File: src/pkg/sbrg_cfg.svh
// Constants of the serial rate generator: register offsets, field positions, reset values.
// Assumes a 32-bit AXI4-Lite register bus with one aligned word per register.
`ifndef SBRG_CFG_SVH
`define SBRG_CFG_SVH
// ==========================================
// Register byte offsets
`define SBRG_OFF_TXSC 5'h00
`define SBRG_OFF_RXSC 5'h04
`define SBRG_OFF_RATE 5'h08
`define SBRG_OFF_DIVL 5'h0C
`define SBRG_OFF_DIVH 5'h10
// ==========================================
// Field positions
`define SBRG_TX_CLKSRC 7
`define SBRG_TX_SYNC 4
`define SBRG_TX_HSPEED 2
`define SBRG_TX_SHIFT_EMPTY 1
`define SBRG_RX_PORT_EN 7
`define SBRG_RC_IDLE 6
`define SBRG_RC_WIDE 3
`define SBRG_RC_LINE 2
// ==========================================
// Reset values
`define SBRG_TXSC_RST 8'h02
`define SBRG_RXSC_RST 8'h00
`define SBRG_RATE_RST 8'h40
`define SBRG_DIV_RST 8'h00
// ==========================================
// Divide ratios per count
`define SBRG_DIV64 2'h0
`define SBRG_DIV16 2'h1
`define SBRG_DIV4 2'h2
// ==========================================
// Prescaler end counts, one less than each divide ratio.
`define SBRG_PRE64 6'h3F
`define SBRG_PRE16 6'h0F
`define SBRG_PRE4 6'h03
`endif

File: src/pkg/sbrg_pkg.sv
// Types of the serial rate generator.
// Assumes the constants header sbrg_cfg.svh alongside.
package sbrg_pkg;
	typedef enum logic [1:0] {
		SBRG_RESP_OKAY = 2'h0,
		SBRG_RESP_SLVERR = 2'h2
	} sbrg_resp_t;
	typedef enum logic [1:0] {
		SBRG_W_IDLE = 2'b01,
		SBRG_W_RESP = 2'b10
	} sbrg_wstate_t;
endpackage

File: src/logic/sbrg_top.sv
// Serial bit-rate generator with AXI4-Lite register slave and receive-line majority sampler.
// Assumes the transmitter and receiver shift logic consume rate_tick and receive_level.
//
// Overview of operation
// - The counter is 8 bits by default and 16 bits when the wide-counter select bit is set.
// - The high and low divisor bytes set the reload period of a free-running timer.
// - In synchronous operation the high-speed select bit has no effect.
// - Async, 8-bit, low speed gives a bit rate of oscillator over 64 times divisor plus one.
// - Async 8-bit high speed or 16-bit low speed gives oscillator over 16 times divisor plus one.
// - Async 16-bit high speed and synchronous master give oscillator over 4 times divisor plus one.
// - The rate applies only as master; in slave operation no bit clock is generated.
// - A write to either divisor byte clears the running timer at once.
// - The receive line level is the majority of three samples.
// - In synchronous operation clock-source select set makes the port master, clear makes it slave.
`timescale 1ns/10ps
`include "sbrg_cfg.svh"
module sbrg_top import sbrg_pkg::*; #(
	parameter int SAMPLE_COUNT = 3
) (
	input wire logic aclk,
	input wire logic aresetn,
	input wire logic [4:0] s_axi_awaddr,
	input wire logic s_axi_awvalid,
	output logic s_axi_awready,
	input wire logic [31:0] s_axi_wdata,
	input wire logic [3:0] s_axi_wstrb,
	input wire logic s_axi_wvalid,
	output logic s_axi_wready,
	output logic [1:0] s_axi_bresp,
	output logic s_axi_bvalid,
	input wire logic s_axi_bready,
	input wire logic [4:0] s_axi_araddr,
	input wire logic s_axi_arvalid,
	output logic s_axi_arready,
	output logic [31:0] s_axi_rdata,
	output logic [1:0] s_axi_rresp,
	output logic s_axi_rvalid,
	input wire logic s_axi_rready,
	input wire logic receive_line,
	input wire logic shift_empty,
	input wire logic receive_idle,
	output logic rate_tick,
	output logic bit_tick,
	output logic receive_level,
	output logic port_master,
	output logic port_enable
);
	// ==========================================
	// Register storage
	logic [7:0] transmit_status_control;
	logic [7:0] receive_status_control;
	logic [7:0] rate_control;
	logic [7:0] divisor_low_byte;
	logic [7:0] divisor_high_byte;
	logic [4:0] aw_addr;
	logic aw_held;
	logic [31:0] w_data;
	logic w_strb0;
	logic w_held;
	sbrg_wstate_t wstate;
	logic do_write;
	logic div_write;

	function automatic logic mapped(input logic [4:0] a);
		mapped = (a == `SBRG_OFF_TXSC) || (a == `SBRG_OFF_RXSC) || (a == `SBRG_OFF_RATE) ||
			(a == `SBRG_OFF_DIVL) || (a == `SBRG_OFF_DIVH);
	endfunction

	assign do_write = aw_held && w_held && (wstate == SBRG_W_IDLE);
	assign div_write = do_write && w_strb0 && ((aw_addr == `SBRG_OFF_DIVL) || (aw_addr == `SBRG_OFF_DIVH));

	// ==========================================
	// Write channels: address and data taken in either order.
	always_ff @(posedge aclk) begin
		if (!aresetn) begin
			aw_held <= 1'b0;
			aw_addr <= 5'h00;
			s_axi_awready <= 1'b0;
		end else if (s_axi_awvalid && s_axi_awready) begin
			aw_held <= 1'b1;
			aw_addr <= s_axi_awaddr;
			s_axi_awready <= 1'b0;
		end else if (do_write) begin
			aw_held <= 1'b0;
		end else begin
			s_axi_awready <= !aw_held && (wstate == SBRG_W_IDLE);
		end
	end

	always_ff @(posedge aclk) begin
		if (!aresetn) begin
			w_held <= 1'b0;
			w_data <= 32'h00000000;
			w_strb0 <= 1'b0;
			s_axi_wready <= 1'b0;
		end else if (s_axi_wvalid && s_axi_wready) begin
			w_held <= 1'b1;
			w_data <= s_axi_wdata;
			w_strb0 <= s_axi_wstrb[0];
			s_axi_wready <= 1'b0;
		end else if (do_write) begin
			w_held <= 1'b0;
		end else begin
			s_axi_wready <= !w_held && (wstate == SBRG_W_IDLE);
		end
	end

	always_ff @(posedge aclk) begin
		if (!aresetn) begin
			wstate <= SBRG_W_IDLE;
			s_axi_bvalid <= 1'b0;
			s_axi_bresp <= SBRG_RESP_OKAY;
		end else begin
			case (wstate)
				SBRG_W_IDLE: begin
					if (do_write) begin
						wstate <= SBRG_W_RESP;
						s_axi_bvalid <= 1'b1;
						s_axi_bresp <= mapped(aw_addr) ? SBRG_RESP_OKAY : SBRG_RESP_SLVERR;
					end
				end
				SBRG_W_RESP: begin
					if (s_axi_bready) begin
						wstate <= SBRG_W_IDLE;
						s_axi_bvalid <= 1'b0;
					end
				end
				default: begin
					wstate <= SBRG_W_IDLE;
					s_axi_bvalid <= 1'b0;
				end
			endcase
		end
	end

	// Only byte lane 0 carries register data; status bits are read-only.
	always_ff @(posedge aclk) begin
		if (!aresetn) begin
			transmit_status_control <= `SBRG_TXSC_RST;
			receive_status_control <= `SBRG_RXSC_RST;
			rate_control <= `SBRG_RATE_RST;
			divisor_low_byte <= `SBRG_DIV_RST;
			divisor_high_byte <= `SBRG_DIV_RST;
		end else begin
			transmit_status_control[`SBRG_TX_SHIFT_EMPTY] <= shift_empty;
			rate_control[`SBRG_RC_IDLE] <= receive_idle;
			rate_control[`SBRG_RC_LINE] <= receive_level;
			if (do_write && w_strb0) begin
				case (aw_addr)
					`SBRG_OFF_TXSC: begin
						transmit_status_control[7:2] <= w_data[7:2];
						transmit_status_control[0] <= w_data[0];
					end
					`SBRG_OFF_RXSC: receive_status_control <= w_data[7:0];
					`SBRG_OFF_RATE: rate_control[5:3] <= w_data[5:3];
					`SBRG_OFF_DIVL: divisor_low_byte <= w_data[7:0];
					`SBRG_OFF_DIVH: divisor_high_byte <= w_data[7:0];
					default: begin
					end
				endcase
			end
		end
	end

	// ==========================================
	// Read channel: one read in flight; unmapped addresses answer SLVERR with zero data.
	always_ff @(posedge aclk) begin
		if (!aresetn) begin
			s_axi_arready <= 1'b0;
			s_axi_rvalid <= 1'b0;
			s_axi_rdata <= 32'h00000000;
			s_axi_rresp <= SBRG_RESP_OKAY;
		end else if (s_axi_arvalid && s_axi_arready) begin
			s_axi_arready <= 1'b0;
			s_axi_rvalid <= 1'b1;
			s_axi_rresp <= mapped(s_axi_araddr) ? SBRG_RESP_OKAY : SBRG_RESP_SLVERR;
			case (s_axi_araddr)
				`SBRG_OFF_TXSC: s_axi_rdata <= {24'h000000, transmit_status_control};
				`SBRG_OFF_RXSC: s_axi_rdata <= {24'h000000, receive_status_control};
				`SBRG_OFF_RATE: s_axi_rdata <= {24'h000000, rate_control};
				`SBRG_OFF_DIVL: s_axi_rdata <= {24'h000000, divisor_low_byte};
				`SBRG_OFF_DIVH: s_axi_rdata <= {24'h000000, divisor_high_byte};
				default: s_axi_rdata <= 32'h00000000;
			endcase
		end else if (s_axi_rvalid) begin
			if (s_axi_rready) begin
				s_axi_rvalid <= 1'b0;
			end
		end else begin
			s_axi_arready <= 1'b1;
		end
	end

	// ==========================================
	// Rate generator
	logic sync_mode;
	logic wide;
	logic hspeed;
	logic master;
	logic enabled;
	logic [15:0] reload;
	logic [15:0] count;
	logic [5:0] prescale;
	logic [1:0] ratio;
	logic [5:0] prescale_top;
	logic count_wrap;

	assign sync_mode = transmit_status_control[`SBRG_TX_SYNC];
	assign wide = rate_control[`SBRG_RC_WIDE];
	assign hspeed = transmit_status_control[`SBRG_TX_HSPEED];
	assign enabled = receive_status_control[`SBRG_RX_PORT_EN];
	assign master = !sync_mode || transmit_status_control[`SBRG_TX_CLKSRC];
	assign reload = wide ? {divisor_high_byte, divisor_low_byte} : {8'h00, divisor_low_byte};

	always_comb begin
		if (sync_mode) begin
			ratio = `SBRG_DIV4;
		end else if (!wide && !hspeed) begin
			ratio = `SBRG_DIV64;
		end else if (wide && hspeed) begin
			ratio = `SBRG_DIV4;
		end else begin
			ratio = `SBRG_DIV16;
		end
		case (ratio)
			`SBRG_DIV64: prescale_top = `SBRG_PRE64;
			`SBRG_DIV16: prescale_top = `SBRG_PRE16;
			default: prescale_top = `SBRG_PRE4;
		endcase
	end

	assign count_wrap = (count >= reload);

	// The divisor counts in prescaled units so the timer itself stays divisor-wide.
	always_ff @(posedge aclk) begin
		if (!aresetn || !enabled || !master || div_write) begin
			prescale <= 6'h00;
			count <= 16'h0000;
			bit_tick <= 1'b0;
		end else if (prescale >= prescale_top) begin
			prescale <= 6'h00;
			bit_tick <= count_wrap;
			count <= count_wrap ? 16'h0000 : count + 16'h0001;
		end else begin
			prescale <= prescale + 6'h01;
			bit_tick <= 1'b0;
		end
	end

	always_ff @(posedge aclk) begin
		if (!aresetn) begin
			rate_tick <= 1'b0;
			port_master <= 1'b0;
			port_enable <= 1'b0;
		end else begin
			rate_tick <= enabled && master && !div_write && (prescale >= prescale_top) && count_wrap;
			port_master <= enabled && master;
			port_enable <= enabled;
		end
	end

	// ==========================================
	// Receive-line majority sampler
	logic [SAMPLE_COUNT-1:0] samples;

	always_ff @(posedge aclk) begin
		if (!aresetn) begin
			samples <= '1;
			receive_level <= 1'b1;
		end else begin
			samples <= {samples[SAMPLE_COUNT-2:0], receive_line};
			receive_level <= (samples[0] & samples[1]) | (samples[0] & samples[2]) |
				(samples[1] & samples[2]);
		end
	end
endmodule // sbrg_top

File: config.mk
export PLATFORM = sky130hd
export DESIGN_NAME = sbrg_top
export DESIGN_NICKNAME = d
export VERILOG_FILES = /design/src/pkg/sbrg_pkg.sv /design/src/logic/sbrg_top.sv
export VERILOG_INCLUDE_DIRS = /design/src /design/src/pkg
export SDC_FILE = /design/constraint.sdc
export NUM_CORES = 1
export LEC_CHECK = 0
export ABC_AREA = 1
export BUFFER_PORTS_ARGS = -buffer_cell sky130_fd_sc_hd__buf_2
export CAP_MARGIN = 20
export CORE_UTILIZATION = 45
export CTS_CLUSTER_DIAMETER = 120
export DETAILED_ROUTE_END_ITERATION = 10
export HOLD_SLACK_MARGIN = 0.15
export PLACE_DENSITY = 0.68
export SLEW_MARGIN = 20
export SYNTH_ARGS = -nofsm -noshare
export SYNTH_HDL_FRONTEND = slang
export SYNTH_SLANG_ARGS = --single-unit
File: constraint.sdc
create_clock -name aclk -period 2.45 [get_ports aclk]
set_input_delay 0.735 -clock aclk [delete_from_list [all_inputs] [get_ports aclk]]
set_output_delay 0.735 -clock aclk [all_outputs]
set_load 0.01 [all_outputs]
==> results of run 1 <==
==> per-stage QoR <==
stage                     hold slack, ps  cells  power (mW)  util, %
after floorplan                    405.9    668       1.855        -
after global placement             411.7    815       1.886    48.89
after detailed placement           433.7    815       1.893    48.89
after CTS                          456.0    831       3.013    51.01
after global routing               475.8    833       3.104    51.23
final                              451.2    833       2.994    51.23
==> power by group through the flow <==
stage               Combinational (mW)  Sequential, mW  Clock [mW]
finish                           0.187            1.67        1.14
floorplan                        0.152            1.70           0
global route                     0.212            1.68        1.22
global placement                 0.180            1.71           0
detailed placement               0.186            1.71           0
CTS                              0.187            1.67        1.16
==> sequential cells by signal, indices dropped and copies added (netlist names), 3 cells and up <==
| register | cells |
|---|---|
| aw_addr | 5 |
| divisor_low_byte | 8 |
| s_axi_rdata | 8 |
| divisor_high_byte | 8 |
| receive_status_control | 8 |
| transmit_status_control | 8 |
| w_data | 8 |
| count | 16 |
| rate_control | 5 |
| prescale | 6 |
| samples | 3 |
==> timing repair <==
action                     in CTS  in global routing
setup buffers                   0                  2
setup endpoints to repair       0                  5
gates resized for setup         0                  3
==> final timing paths <==
check | start | cells after the start | endpoint
worst max-delay path | transmit_status_control[2] | 15 | count[7]
worst min-delay path | samples[1] | 1 | samples[2]
worst max register to register | transmit_status_control[2] | 15 | count[7]
worst min register to register | samples[1] | 1 | samples[2]
==> cells in the mapped netlist (4+ instances only) <==
cell	count	area share, %
sky130_fd_sc_hd__a21oi_1	70	7.4
sky130_fd_sc_hd__buf_2	5	0.53
sky130_fd_sc_hd__buf_4	29	4.6
sky130_fd_sc_hd__clkbuf_1	10	0.79
sky130_fd_sc_hd__dfxtp_1	99	42
sky130_fd_sc_hd__ha_1	23	6.1
sky130_fd_sc_hd__inv_1	67	5.3
sky130_fd_sc_hd__nand2_1	105	8.3
sky130_fd_sc_hd__nand3_1	36	3.8
sky130_fd_sc_hd__nand4_1	21	2.8
sky130_fd_sc_hd__nor2_1	70	5.5
sky130_fd_sc_hd__o21ai_0	73	7.7
sky130_fd_sc_hd__o21bai_1	4	0.63
sky130_fd_sc_hd__or2_2	7	0.92
==> layout make-up <==
type / count / area [µm²]
Fill cell: 1049 / 5012
Multi-Input combinational cell: 454 / 2306
Timing Repair Buffer: 59 / 330.3
Sequential cell: 99 / 1982
Tap cell: 136 / 170.2
Clock buffer: 9 / 123.9
Clock inverter: 7 / 93.84
Inverter: 69 / 259.0
==> layer usage <==
layer	track usage, %	vias up	routed length (µm)
li1	-	2179	-
met1	25.11	1947	4922
met2	33.92	101	5030
met3	3.930	13	442
met4	6.841	0	162
met5	0	-	0
==> cell families (layout without fill, tap and decap cells) <==
family	after synthesis	after routing	share of synthesized area, %
XOR/XNOR	4	4	0.7379
AO/OA/AOI/OAI	152	152	16.52
adder cells (fa/ha/maj)	23	23	6.061
other	1	26	0.07898
flip-flops	99	99	41.74
AND/OR/NAND/NOR	249	249	23.19
buffers and inverters	115	144	11.67
==> worst reg2reg max path, delay by kind of cell (launching register included) <==
kind | cells | cell delay, ps
adders and majority gates | 2 | 500
DFF | 1 | 350
buffers and inverters | 2 | 210
and+or+nand+nor | 11 | 1110
==> cell usage in the layout, fill, tap and decap left out, types with 2 or more instances in the layout <==
cell	Yosys	routed
sky130_fd_sc_hd__nand2_1	105	105
sky130_fd_sc_hd__dfxtp_1	99	99
sky130_fd_sc_hd__o21ai_0	73	72
sky130_fd_sc_hd__nor2_1	70	70
sky130_fd_sc_hd__a21oi_1	70	70
sky130_fd_sc_hd__inv_1	67	67
sky130_fd_sc_hd__buf_2	5	48
sky130_fd_sc_hd__nand3_1	36	36
sky130_fd_sc_hd__conb_1	1	26
sky130_fd_sc_hd__ha_1	23	23
sky130_fd_sc_hd__nand4_1	21	21
sky130_fd_sc_hd__buf_4	29	10
sky130_fd_sc_hd__clkbuf_8	0	9
sky130_fd_sc_hd__or2_2	7	7
sky130_fd_sc_hd__o21bai_1	4	4
sky130_fd_sc_hd__nor3_1	3	3
sky130_fd_sc_hd__xnor2_1	3	3
sky130_fd_sc_hd__nor3_4	2	2
sky130_fd_sc_hd__inv_2	2	2
sky130_fd_sc_hd__a2111oi_0	2	2
sky130_fd_sc_hd__o21ai_1	1	2
sky130_fd_sc_hd__inv_8	0	2
==> impl_summary.md, run 1 <==
Run status
The flow ran to the end, and the final reports show no timing, DRC or antenna violations.

STA
At the pin with the least slew margin, the transition time is ~510 ps. Setup repair after global routing left no endpoint under its margin. The worst path needs 2257 ps of the cycle, external delays included. The worst max-slew margin expressed relative to the limit is roughly two thirds. The post-route clock skew is 13.06 ps. The maximum clock frequency is 0.4431 GHz. The setup TNS is 0 ps. Setup slack closes at between 150 and 200 ps. The count of final max-slew check failures is 0.

The final setup violation count is 0. The number of hold-slack violations in the final timing report is 0. Of the available clock period, the critical path in the final layout requires about 90%.

Power
Of the total power, combinational logic draws 6.2%. The portion of total power attributed to sequential cells is between 50% and 60%. The net switching power of the design is 0.7906 mW. Cell internal power was estimated by the tool at around 2.2 mW.

In this run, the clock network consumes a little under two fifths of the power. The switching portion of total power is 26.40%. The analysis attributes to cell leakage a power of between 2 and 2.5 nW. For this design the ratio of total power to cell area is around 570 nW/µm². The worst-case IR drop observed on VDD is 0.0003386 V.

Job
The tool flagged a number of max-cap violations equal to 0.

Route
The violation count after the first detailed-route iteration is approximately 130. The final wirelength is approximately 11 mm. The detail-routed net length per standard cell is between 10 and 15 µm. The post-detailed-route count of antenna-violating nets is 0. After detailed routing, the number of vias per cell comes to slightly above 5.

The detailed router placed about 4200 vias in this run. In the routed design, unresolved DRC markers number 0. The total iterations of the first detailed-routing run is 5.

Yosys
During synthesis, Yosys emitted a total of 0 warnings. The number of library cell types mapped by synthesis is 31. The gate count after technology mapping is around 640.

For this run, the leading register cell type out of synthesis is sky130_fd_sc_hd__dfxtp_1. The sequential element share of the synthesized area is a little over two fifths. In this run, synthesis produced a sequential element count of between 90 and 100.

For this run, asynchronously set or reset flops after synthesis account for 0%. The number of enable flip-flop cells after synthesis is 0. The mean instance size in the synthesized netlist is about 7.4 µm².

The cell area that synthesis handed to floorplanning was about 4700 µm².

Clock tree
The maximum clock insertion buffer count is 2. The TritonCTS clock tree is yes. After clock tree synthesis, the clock-pin slew on the worst setup and hold paths is 110 ps.

Clock tree synthesis selected as its root buffer the cell sky130_fd_sc_hd__clkbuf_8. The source-to-sink clock delay at the later pin of the worst-skew pair is approximately 380 ps. The number of clock buffers inserted by TritonCTS is 9. The clock drives 99 sinks. The count of hold-fix buffers inserted at cts is 0. The number of H-tree levels is 3.

Floorplan
The die height is around 100 µm. The number of top-level pins is 102. The initial standard-cell utilization of the core is 46.20%. The die is roughly 100 µm wide. The total number of placement rows is 37. The area of the placeable core is approximately 10000 µm². The area of the die is approximately 11000 µm².

Finish
The finished cells cover around 5300 µm². In the final layout, the share of cells above drive strength 1 is about an eighth. The net count of the finished layout is between 700 and 800. 0 antenna diodes ended up in the layout.

The synthesis-to-layout area growth is 10.88%.

Placed design
The worst setup slack before clock tree synthesis is roughly 110 ps. The count of input and output buffers is 48. In this run the cell area measured after placement is 5025 µm². The final RePlAce weighted congestion is between 0.8 and 0.9. The estimated wirelength of the detail-placed design is ~8.0 mm.

Worst setup path
At the worst endpoint, the required time is around 2700 ps. The setup check on the worst reg-to-reg path leaves a slack of just under 200 ps. The cell with the largest stage delay on the worst path is sky130_fd_sc_hd__dfxtp_1. The most numerous cell type found on the critical path is sky130_fd_sc_hd__nand2_1. Walking the worst path, the cells encountered are ha_1 -> inv_1 -> nand2_1 -> or2_2 -> ha_1 -> nand2_1 -> nor2_1 -> nand2_1 -> nand2_2 -> buf_8 -> nand2_1 -> nor2_1 -> nand2_1 -> nand3_1 -> nor2_1. The classification of the worst setup path is reg -> reg. The signal arrival time at the worst endpoint is around 2500 ps. The worst setup path is launched from a flip-flop. The highest cell delay on the worst timing path is 350 ps. STA classifies the critical path endpoint as a flip-flop. Of all nets on the critical path, the largest fanout is 15. On the critical path the largest part of the delay comes from simple AND/OR/NAND/NOR gates. The number of buffers and inverters on the critical path is 2.

Global route
Entering global routing, the biggest net connects 31 pins. The initial antenna violation count is 0. The number of global-route vias before repair is just under 4000.

The total routing usage reported by global routing is between 10% and 20%. Summed over all layers, the global routing overflow is 0. The first global-routing pass estimated 17.53 mm of wire.

Worst hold path
The class of the tightest hold or removal check is reg -> reg.
No activity file was read; power rests on OpenSTA's default activity.
==> run 2, diff against run 1 <==
BUFFER_PORTS_ARGS = -buffer_cell sky130_fd_sc_hd__buf_4   (was -buffer_cell sky130_fd_sc_hd__buf_2)
==> impl_summary.md, run 2 (synthesized netlist as in run 1, its figures left out) <==
Worst setup path
The signal arrival time at the worst endpoint came to 2510 ps (-30 ps). The cell with the largest stage delay on the worst path is sky130_fd_sc_hd__dfxtp_2. The number of cell instances on the worst register-to-register path is 15 (unchanged).

The number of buffers and inverters on the critical path was 2 (unchanged). The endpoint identified for the worst register-to-register timing path is count[7]. The peak fanout along the critical path was 16 (+1). On the critical path the largest part of the delay comes from simple AND/OR/NAND/NOR gates. The highest cell delay on the worst timing path is 350 ps (about the same).

The signal on the critical path passes through ha_1 -> inv_1 -> nand2_1 -> or2_2 -> ha_1 -> nand2_1 -> nor2_1 -> nand2_1 -> nand2_2 -> buf_12 -> nand2_1 -> nor2_1 -> nand2_1 -> nand3_1 -> nor2_1. The kind of start point of the critical path is a flip-flop. The worst setup slack for register-to-register paths came to 200 ps (about the same). Among the stages of the critical path, the cell type that occurs most often is sky130_fd_sc_hd__nand2_1.

The required time of the critical path was 2710 ps (-20 ps). The endpoint kind of the worst setup timing path is a flip-flop. The classification of the worst setup path is reg -> reg. The reg-to-reg startpoint is transmit_status_control[2].

Route
The post-detailed-route count of antenna-violating nets is 0 (unchanged). The post-detailed-route via-to-cell ratio is 5.078 (-0.23%). The DRC violations left came to 0 (unchanged).

The detail-routed net length per standard cell is 12.42 µm (-2.0%). The final wirelength was 10.33 mm (-2.2%). The met3 wire length is 383 µm (-13%).

Routed signal wires occupy layers up through met4. The violation count after the first detailed-route iteration is 165 (+32%). The total iterations of the first detailed-routing run is 5 (unchanged).

The met2 wire length is 4.970 mm (-1.2%). The total vias in the final route was 4225 (-0.35%). The met1 routed wirelength after detailed routing is 4.845 mm (-1.6%).

Finish
Leaving out fill and tap cells, the most frequent cells in the layout are 105 x sky130_fd_sc_hd__nand2_1, 98 x sky130_fd_sc_hd__dfxtp_1, 73 x sky130_fd_sc_hd__o21ai_0. The net count of the finished layout is 770 (-0.13%). The filler cell count in the final layout came to 1046 (-0.29%). Counting flops per register, the top entry is count. The total area of multi-input combinational cells came to 2306 µm² (unchanged). The synthesis-to-layout area growth is 12.75%. The combined flip-flop and latch cell area is 1983 µm² (about the same). The flip-flop count of the largest register, all copies and words added is 16 (unchanged).

The number of antenna repair diodes was 0 (unchanged). The library cell used most frequently in the layout, excluding fill and tap cells, is sky130_fd_sc_hd__nand2_1. The share of cells above drive strength 1 was 12.93% (-0.12 points).

STA
The setup TNS is 0 ps (unchanged). The count of final max-slew check failures was 0 (unchanged). Setup repair after global routing left no endpoint under its margin.

The clock period minus worst slack is 2253 ps (-4.007 ps). The maximum clock frequency is 0.4439 GHz (+0.18%). The final setup violation count came to 0 (unchanged). The post-route clock skew is 17.99 ps (+4.933 ps). The number of hold-slack violations in the final timing report is 0 (unchanged). The final cycle utilization of the critical path is 91.96% (-0.16 points).

The slew at the pin closest to its max-slew limit is 512.9 ps (+7.586 ps). The worst max-slew margin expressed relative to the limit came to 65.70% (-0.51 points).

Job
The max-capacitance violation count is 0 (unchanged).

Worst hold path
In this run the most critical hold path is launched from samples[1]. The path with the worst hold slack has its endpoint at samples[2]. The class of the tightest hold or removal check is reg -> reg.

The instance count along the most critical hold path is 1 (unchanged).

Floorplan
The area of the placeable core is 10280 µm² (unchanged). The horizontal die dimension is 104.7 µm (unchanged). The total number of placement rows is 37 (unchanged). The area of the die is 10970 µm² (unchanged). The number of top-level pins is 102 (unchanged).

The die height came to 104.7 µm (unchanged). The initial standard-cell utilization of the core is 46.20% (unchanged).

Power
The net switching power of the design is 0.7504 mW (-5.1%). The internal power of the cells is 2.112 mW (-4.2%). The portion of total power attributed to sequential cells is 58.4% (+2.6 points). The overall power consumption is 2.862 mW (-4.4%).

The leakage power total is 2.254 nW (+0.46%). The clock power share is 34.5% (-3.5 points). The fraction of power consumed by combinational cells was 7.1% (+0.9 points).

The maximum vdd ir drop is 0.0003156 V (-6.8%). The switching portion of total power is 26.22% (-0.19 points). The cell area power density is 534.6 nW/µm² (-6.0%).

Clock tree
The source-to-sink clock delay at the later pin of the worst-skew pair came to 360 ps (-20 ps). The count of hold-fix buffers inserted at cts was 0 (unchanged). The maximum clock insertion buffer count is 2 (unchanged). The number of clock buffers inserted by TritonCTS came to 9 (unchanged). The register clock-pin slew on the reported worst setup and hold paths came to 110 ps (about the same). The number of H-tree levels is 3 (unchanged). The CTS sink count is 99 (unchanged). The TritonCTS clock tree is yes. The number of setup buffers added after CTS is 0 (unchanged). The root buffer cell is sky130_fd_sc_hd__clkbuf_8.

Run status
The flow ran to the end, and the final reports show no timing, DRC or antenna violations.

Placed design
The count of input and output buffers is 48 (unchanged). The final RePlAce weighted congestion is 0.8679 (+0.23%). The estimated wirelength of the detail-placed design is 7.893 mm (-1.4%).

Global route
The wire length of the first global-routing pass is 17.58 mm (+0.31%). The total routing usage reported by global routing is 19.51% (-0.41 points). The number of global-route vias before repair is 3924 (+0.51%). The initial antenna violation count is 0 (unchanged). The leftover overflow at the end of global routing is 0 (unchanged). The pin count of the biggest net entering global routing is 31 (unchanged).
run 2: cell types whose count changed in the layout (fill, tap and decap cells not counted), sizes merged:
| cell | delta |
|---|---|
| buf | -1 |
| bufinv | -1 |
| clkbuf | +1 |
| clkinv | +2 |
| clkinvlp | -1 |
| inv | -1 |
run 2: metrics by stage:
| step | util, % | cell area (µm²) | hold WS [ps] | setup slack, ps | std cells |
|---|---|---|---|---|---|
| final | 52.09 | 5354 | 449.9 | 197.1 | 832 |
| after global placement | 50.26 | 5165 | 411.2 | 251.5 | 816 |
| after CTS | 52.08 | 5353 | 454.3 | 161.9 | 832 |
| after floorplan | - | 4842 | 405.9 | 355.6 | 668 |
| after detailed placement | 50.26 | 5165 | 427.6 | 187.2 | 816 |
| after global routing | 52.09 | 5354 | 472.2 | 6.287 | 832 |
run 2: cell type report:
class	instances	share of cell area (%)
Timing Repair Buffer	58	8.366
Tap cell	136	3.178
Inverter	69	4.838
Sequential cell	99	37.04
Clock buffer	10	2.384
Multi-Input combinational cell	454	43.07
Clock inverter	6	1.122
run 2: repair_timing:
item,CTS,global route
setup endpoints to repair,0,1
resized for setup,0,1
hold endpoints to repair,0,0
run 2: routing by layer:
layer,vias to the layer above,track usage [%]
met4,0,5.734
met2,89,32.73
li1,2174,-
met1,1948,25.99
met3,14,2.807
met5,-,0
run 2: power groups by stage:
stage               Sequential, mW  Combinational [mW]  Clock (mW)
global placement              1.71               0.198           0
finish                        1.67               0.203       0.988
detailed placement            1.71               0.203           0
global route                  1.68               0.229        1.09
CTS                           1.67               0.203        1.02
floorplan                     1.70               0.152           0
run 2: how the worst max path moves through the flow:
stage / start / to / cells past startpoint
floorplan: transmit_status_control[2] / count[10] / 13
global route: transmit_status_control[2] / count[7] / 14
global placement: transmit_status_control[2] / count[7] / 13
detailed placement: transmit_status_control[2] / count[7] / 15
CTS: transmit_status_control[2] / count[7] / 15
finish: transmit_status_control[2] / count[7] / 15
==> run 3, diff against run 2 <==
MAX_ROUTING_LAYER = met4   (was default)
clock period = 2.9 ns   (was 2.45 ns; I/O delays follow)
==> impl_summary.md, run 3 (synthesized netlist as in run 1, its figures left out) <==
Run status
The run finished with clean final reports.

STA
The post-route clock skew is 12.23 ps (-5.766 ps). The setup TNS came to 0 ps (unchanged). The clock period minus worst slack was 2409 ps (+156.0 ps).

The worst max-slew margin expressed relative to the limit came to 58.95% (-6.7 points). The final setup violation count is 0 (unchanged). The number of hold-slack violations in the final timing report was 0 (unchanged). Setup repair after global routing left no endpoint under its margin.

The count of final max-slew check failures is 0 (unchanged). The maximum clock frequency came to 0.4151 GHz (-6.5%). The final cycle utilization of the critical path is 83.07% (-8.9 points). The slew at the pin closest to its max-slew limit is 614.3 ps (+101.4 ps).

Floorplan
The initial standard-cell utilization of the core was 46.20% (unchanged). The area of the placeable core came to 10280 µm² (unchanged). The horizontal die dimension is 104.7 µm (unchanged). The die height is 104.7 µm (unchanged). The total number of placement rows came to 37 (unchanged). The number of top-level pins came to 102 (unchanged). The area of the die came to 10970 µm² (unchanged).

Finish
The number of antenna repair diodes is 0 (unchanged). The post-route standard cell area excluding fillers is 5334 µm² (-0.37%). The most frequent standard cell in the layout excluding fill and tap cells is sky130_fd_sc_hd__nand2_1. In the layout the commonest cells are 105 x sky130_fd_sc_hd__nand2_1, 99 x sky130_fd_sc_hd__dfxtp_1, 73 x sky130_fd_sc_hd__o21ai_0.

The combined flip-flop and latch cell area was 1982 µm² (about the same). The filler cell count in the final layout is 1033 (-1.2%). The flip-flop count of the largest register, all copies and words added was 16 (unchanged). The share of cells above drive strength 1 is 12.66% (-0.27 points). The register containing the most flip-flops in the final layout is count. The total area of multi-input combinational cells came to 2306 µm² (unchanged). The synthesis-to-layout area growth is 12.33%. The net count of the finished layout was 769 (-0.13%).

Route
The final wirelength is 10.55 mm (+2.1%). The post-detailed-route via-to-cell ratio came to 5.029 (-0.97%). The detail-routed net length per standard cell is 12.69 µm (+2.2%). The total iterations of the first detailed-routing run was 6 (+1).

The post-detailed-route count of antenna-violating nets is 0 (unchanged). The violation count after the first detailed-route iteration is 181 (+9.7%). The total vias in the final route is 4179 (-1.1%). The DRC violations left is 0 (unchanged).

Clock tree
The TritonCTS clock tree is yes. The count of hold-fix buffers inserted at cts is 0 (unchanged). The number of H-tree levels is 3 (unchanged).

The number of clock buffers inserted by TritonCTS is 9 (unchanged). The number of setup buffers added after CTS came to 0 (unchanged). The number of resized instances in the post-cts repair step was 0 (unchanged).

Clock tree synthesis selected as its root buffer the cell sky130_fd_sc_hd__clkbuf_8. The register clock-pin slew on the reported worst setup and hold paths is 100 ps (about the same). The maximum clock insertion buffer count was 2 (unchanged). The CTS sink count is 99 (unchanged). The source-to-sink clock delay at the later pin of the worst-skew pair is 370 ps (about the same).

Placed design
The total cell area at the placement stage is 5145 µm² (-0.39%). The count of input and output buffers is 48 (unchanged). The final RePlAce weighted congestion is 0.8588 (-1.0%). The estimated wirelength of the detail-placed design is 7.885 mm (-0.10%).

Job
The max-capacitance violation count is 0 (unchanged).

Power
The leakage power total was 2.250 nW (-0.18%). The cell area power density was 454.5 nW/µm² (-15%). The maximum vdd ir drop came to 0.0002554 V (-19%).

Global route
The initial antenna violation count is 0 (unchanged). The total routing usage reported by global routing was 20.31% (+0.80 points). The number of global-route vias before repair is 3868 (-1.4%). The wire length of the first global-routing pass is 17.43 mm (-0.86%). The pin count of the biggest net entering global routing came to 31 (unchanged). The leftover overflow at the end of global routing came to 0 (unchanged).

Worst hold path
The path class of the tightest hold or removal check is reg -> reg.

Worst setup path
The endpoint kind of the worst setup timing path is a flip-flop. The kind of start point of the critical path is a flip-flop. The peak fanout along the critical path came to 11 (-5). The required time of the critical path is 3210 ps (+500 ps). The signal arrival time at the worst endpoint is 2720 ps (+210 ps). The classification of the worst setup path is reg -> reg.
run 3: final cells by class:
class | count | area share, %
clock buffers | 12 | 2.909
well taps | 136 | 3.190
inverters | 69 | 4.856
repair buffers | 57 | 8.023
multi-input cells | 454 | 43.23
flip-flops and latches | 99 | 37.16
clock inverters | 4 | 0.6334
run 3: power breakdown:
part	switching (mW)	leakage, nW	internal, mW
Clock	0.478	0.0985	0.367
Sequential	0.0244	0.803	1.39
Combinational	0.104	1.35	0.0631
Total	0.607	2.25	1.82
run 3: path summary, 6_finish.rpt:
| path | start | end | slack, ps | cells past startpoint |
|---|---|---|---|---|
| setup / recovery | transmit_status_control[2] | count[7] | 490 | 14 |
| hold / removal | samples[1] | samples[2] | 440 | 1 |
| setup reg to reg | transmit_status_control[2] | count[7] | 490 | 14 |
| hold reg to reg | samples[1] | samples[2] | 440 | 1 |
run 3: stage by stage:
step / setup WS (ps) / std cells / hold WS [ps] / power [mW] / util, %
3_3_place_gp: 590.4 / 815 / 411.6 / 1.606 / 50.06
2_1_floorplan: 805.6 / 668 / 405.9 / 1.568 / -
6_report: 491.1 / 831 / 440.9 / 2.424 / 51.90
5_1_grt: 295.8 / 831 / 468.0 / 2.526 / 51.90
3_5_place_dp: 531.2 / 815 / 420.4 / 1.610 / 50.06
4_1_cts: 491.8 / 831 / 444.2 / 2.445 / 51.90
run 3: critical path, cell delays in order (launching register included):
cell and delay [ps]:
sky130_fd_sc_hd__dfxtp_1 350, sky130_fd_sc_hd__ha_1 200, sky130_fd_sc_hd__inv_1 50, sky130_fd_sc_hd__nand2_1 90, sky130_fd_sc_hd__or2_2 310, sky130_fd_sc_hd__ha_1 300
sky130_fd_sc_hd__nand2_1 60, sky130_fd_sc_hd__nor2_1 90, sky130_fd_sc_hd__nand2_1 70, sky130_fd_sc_hd__nand2_2 160, sky130_fd_sc_hd__buf_4 210, sky130_fd_sc_hd__nand2_1 120
sky130_fd_sc_hd__o21ai_0 160, sky130_fd_sc_hd__nand3_1 80, sky130_fd_sc_hd__nor2_1 90
run 3: per-layer routing:
layer | up-vias | GRT usage (%) | wire length [µm]
met2 | 76 | 33.82 | 5013
met5 | - | - | 0
met3 | 15 | 2.620 | 325
met4 | 0 | 7.545 | 167
li1 | 2171 | - | -
met1 | 1917 | 25.20 | 5042
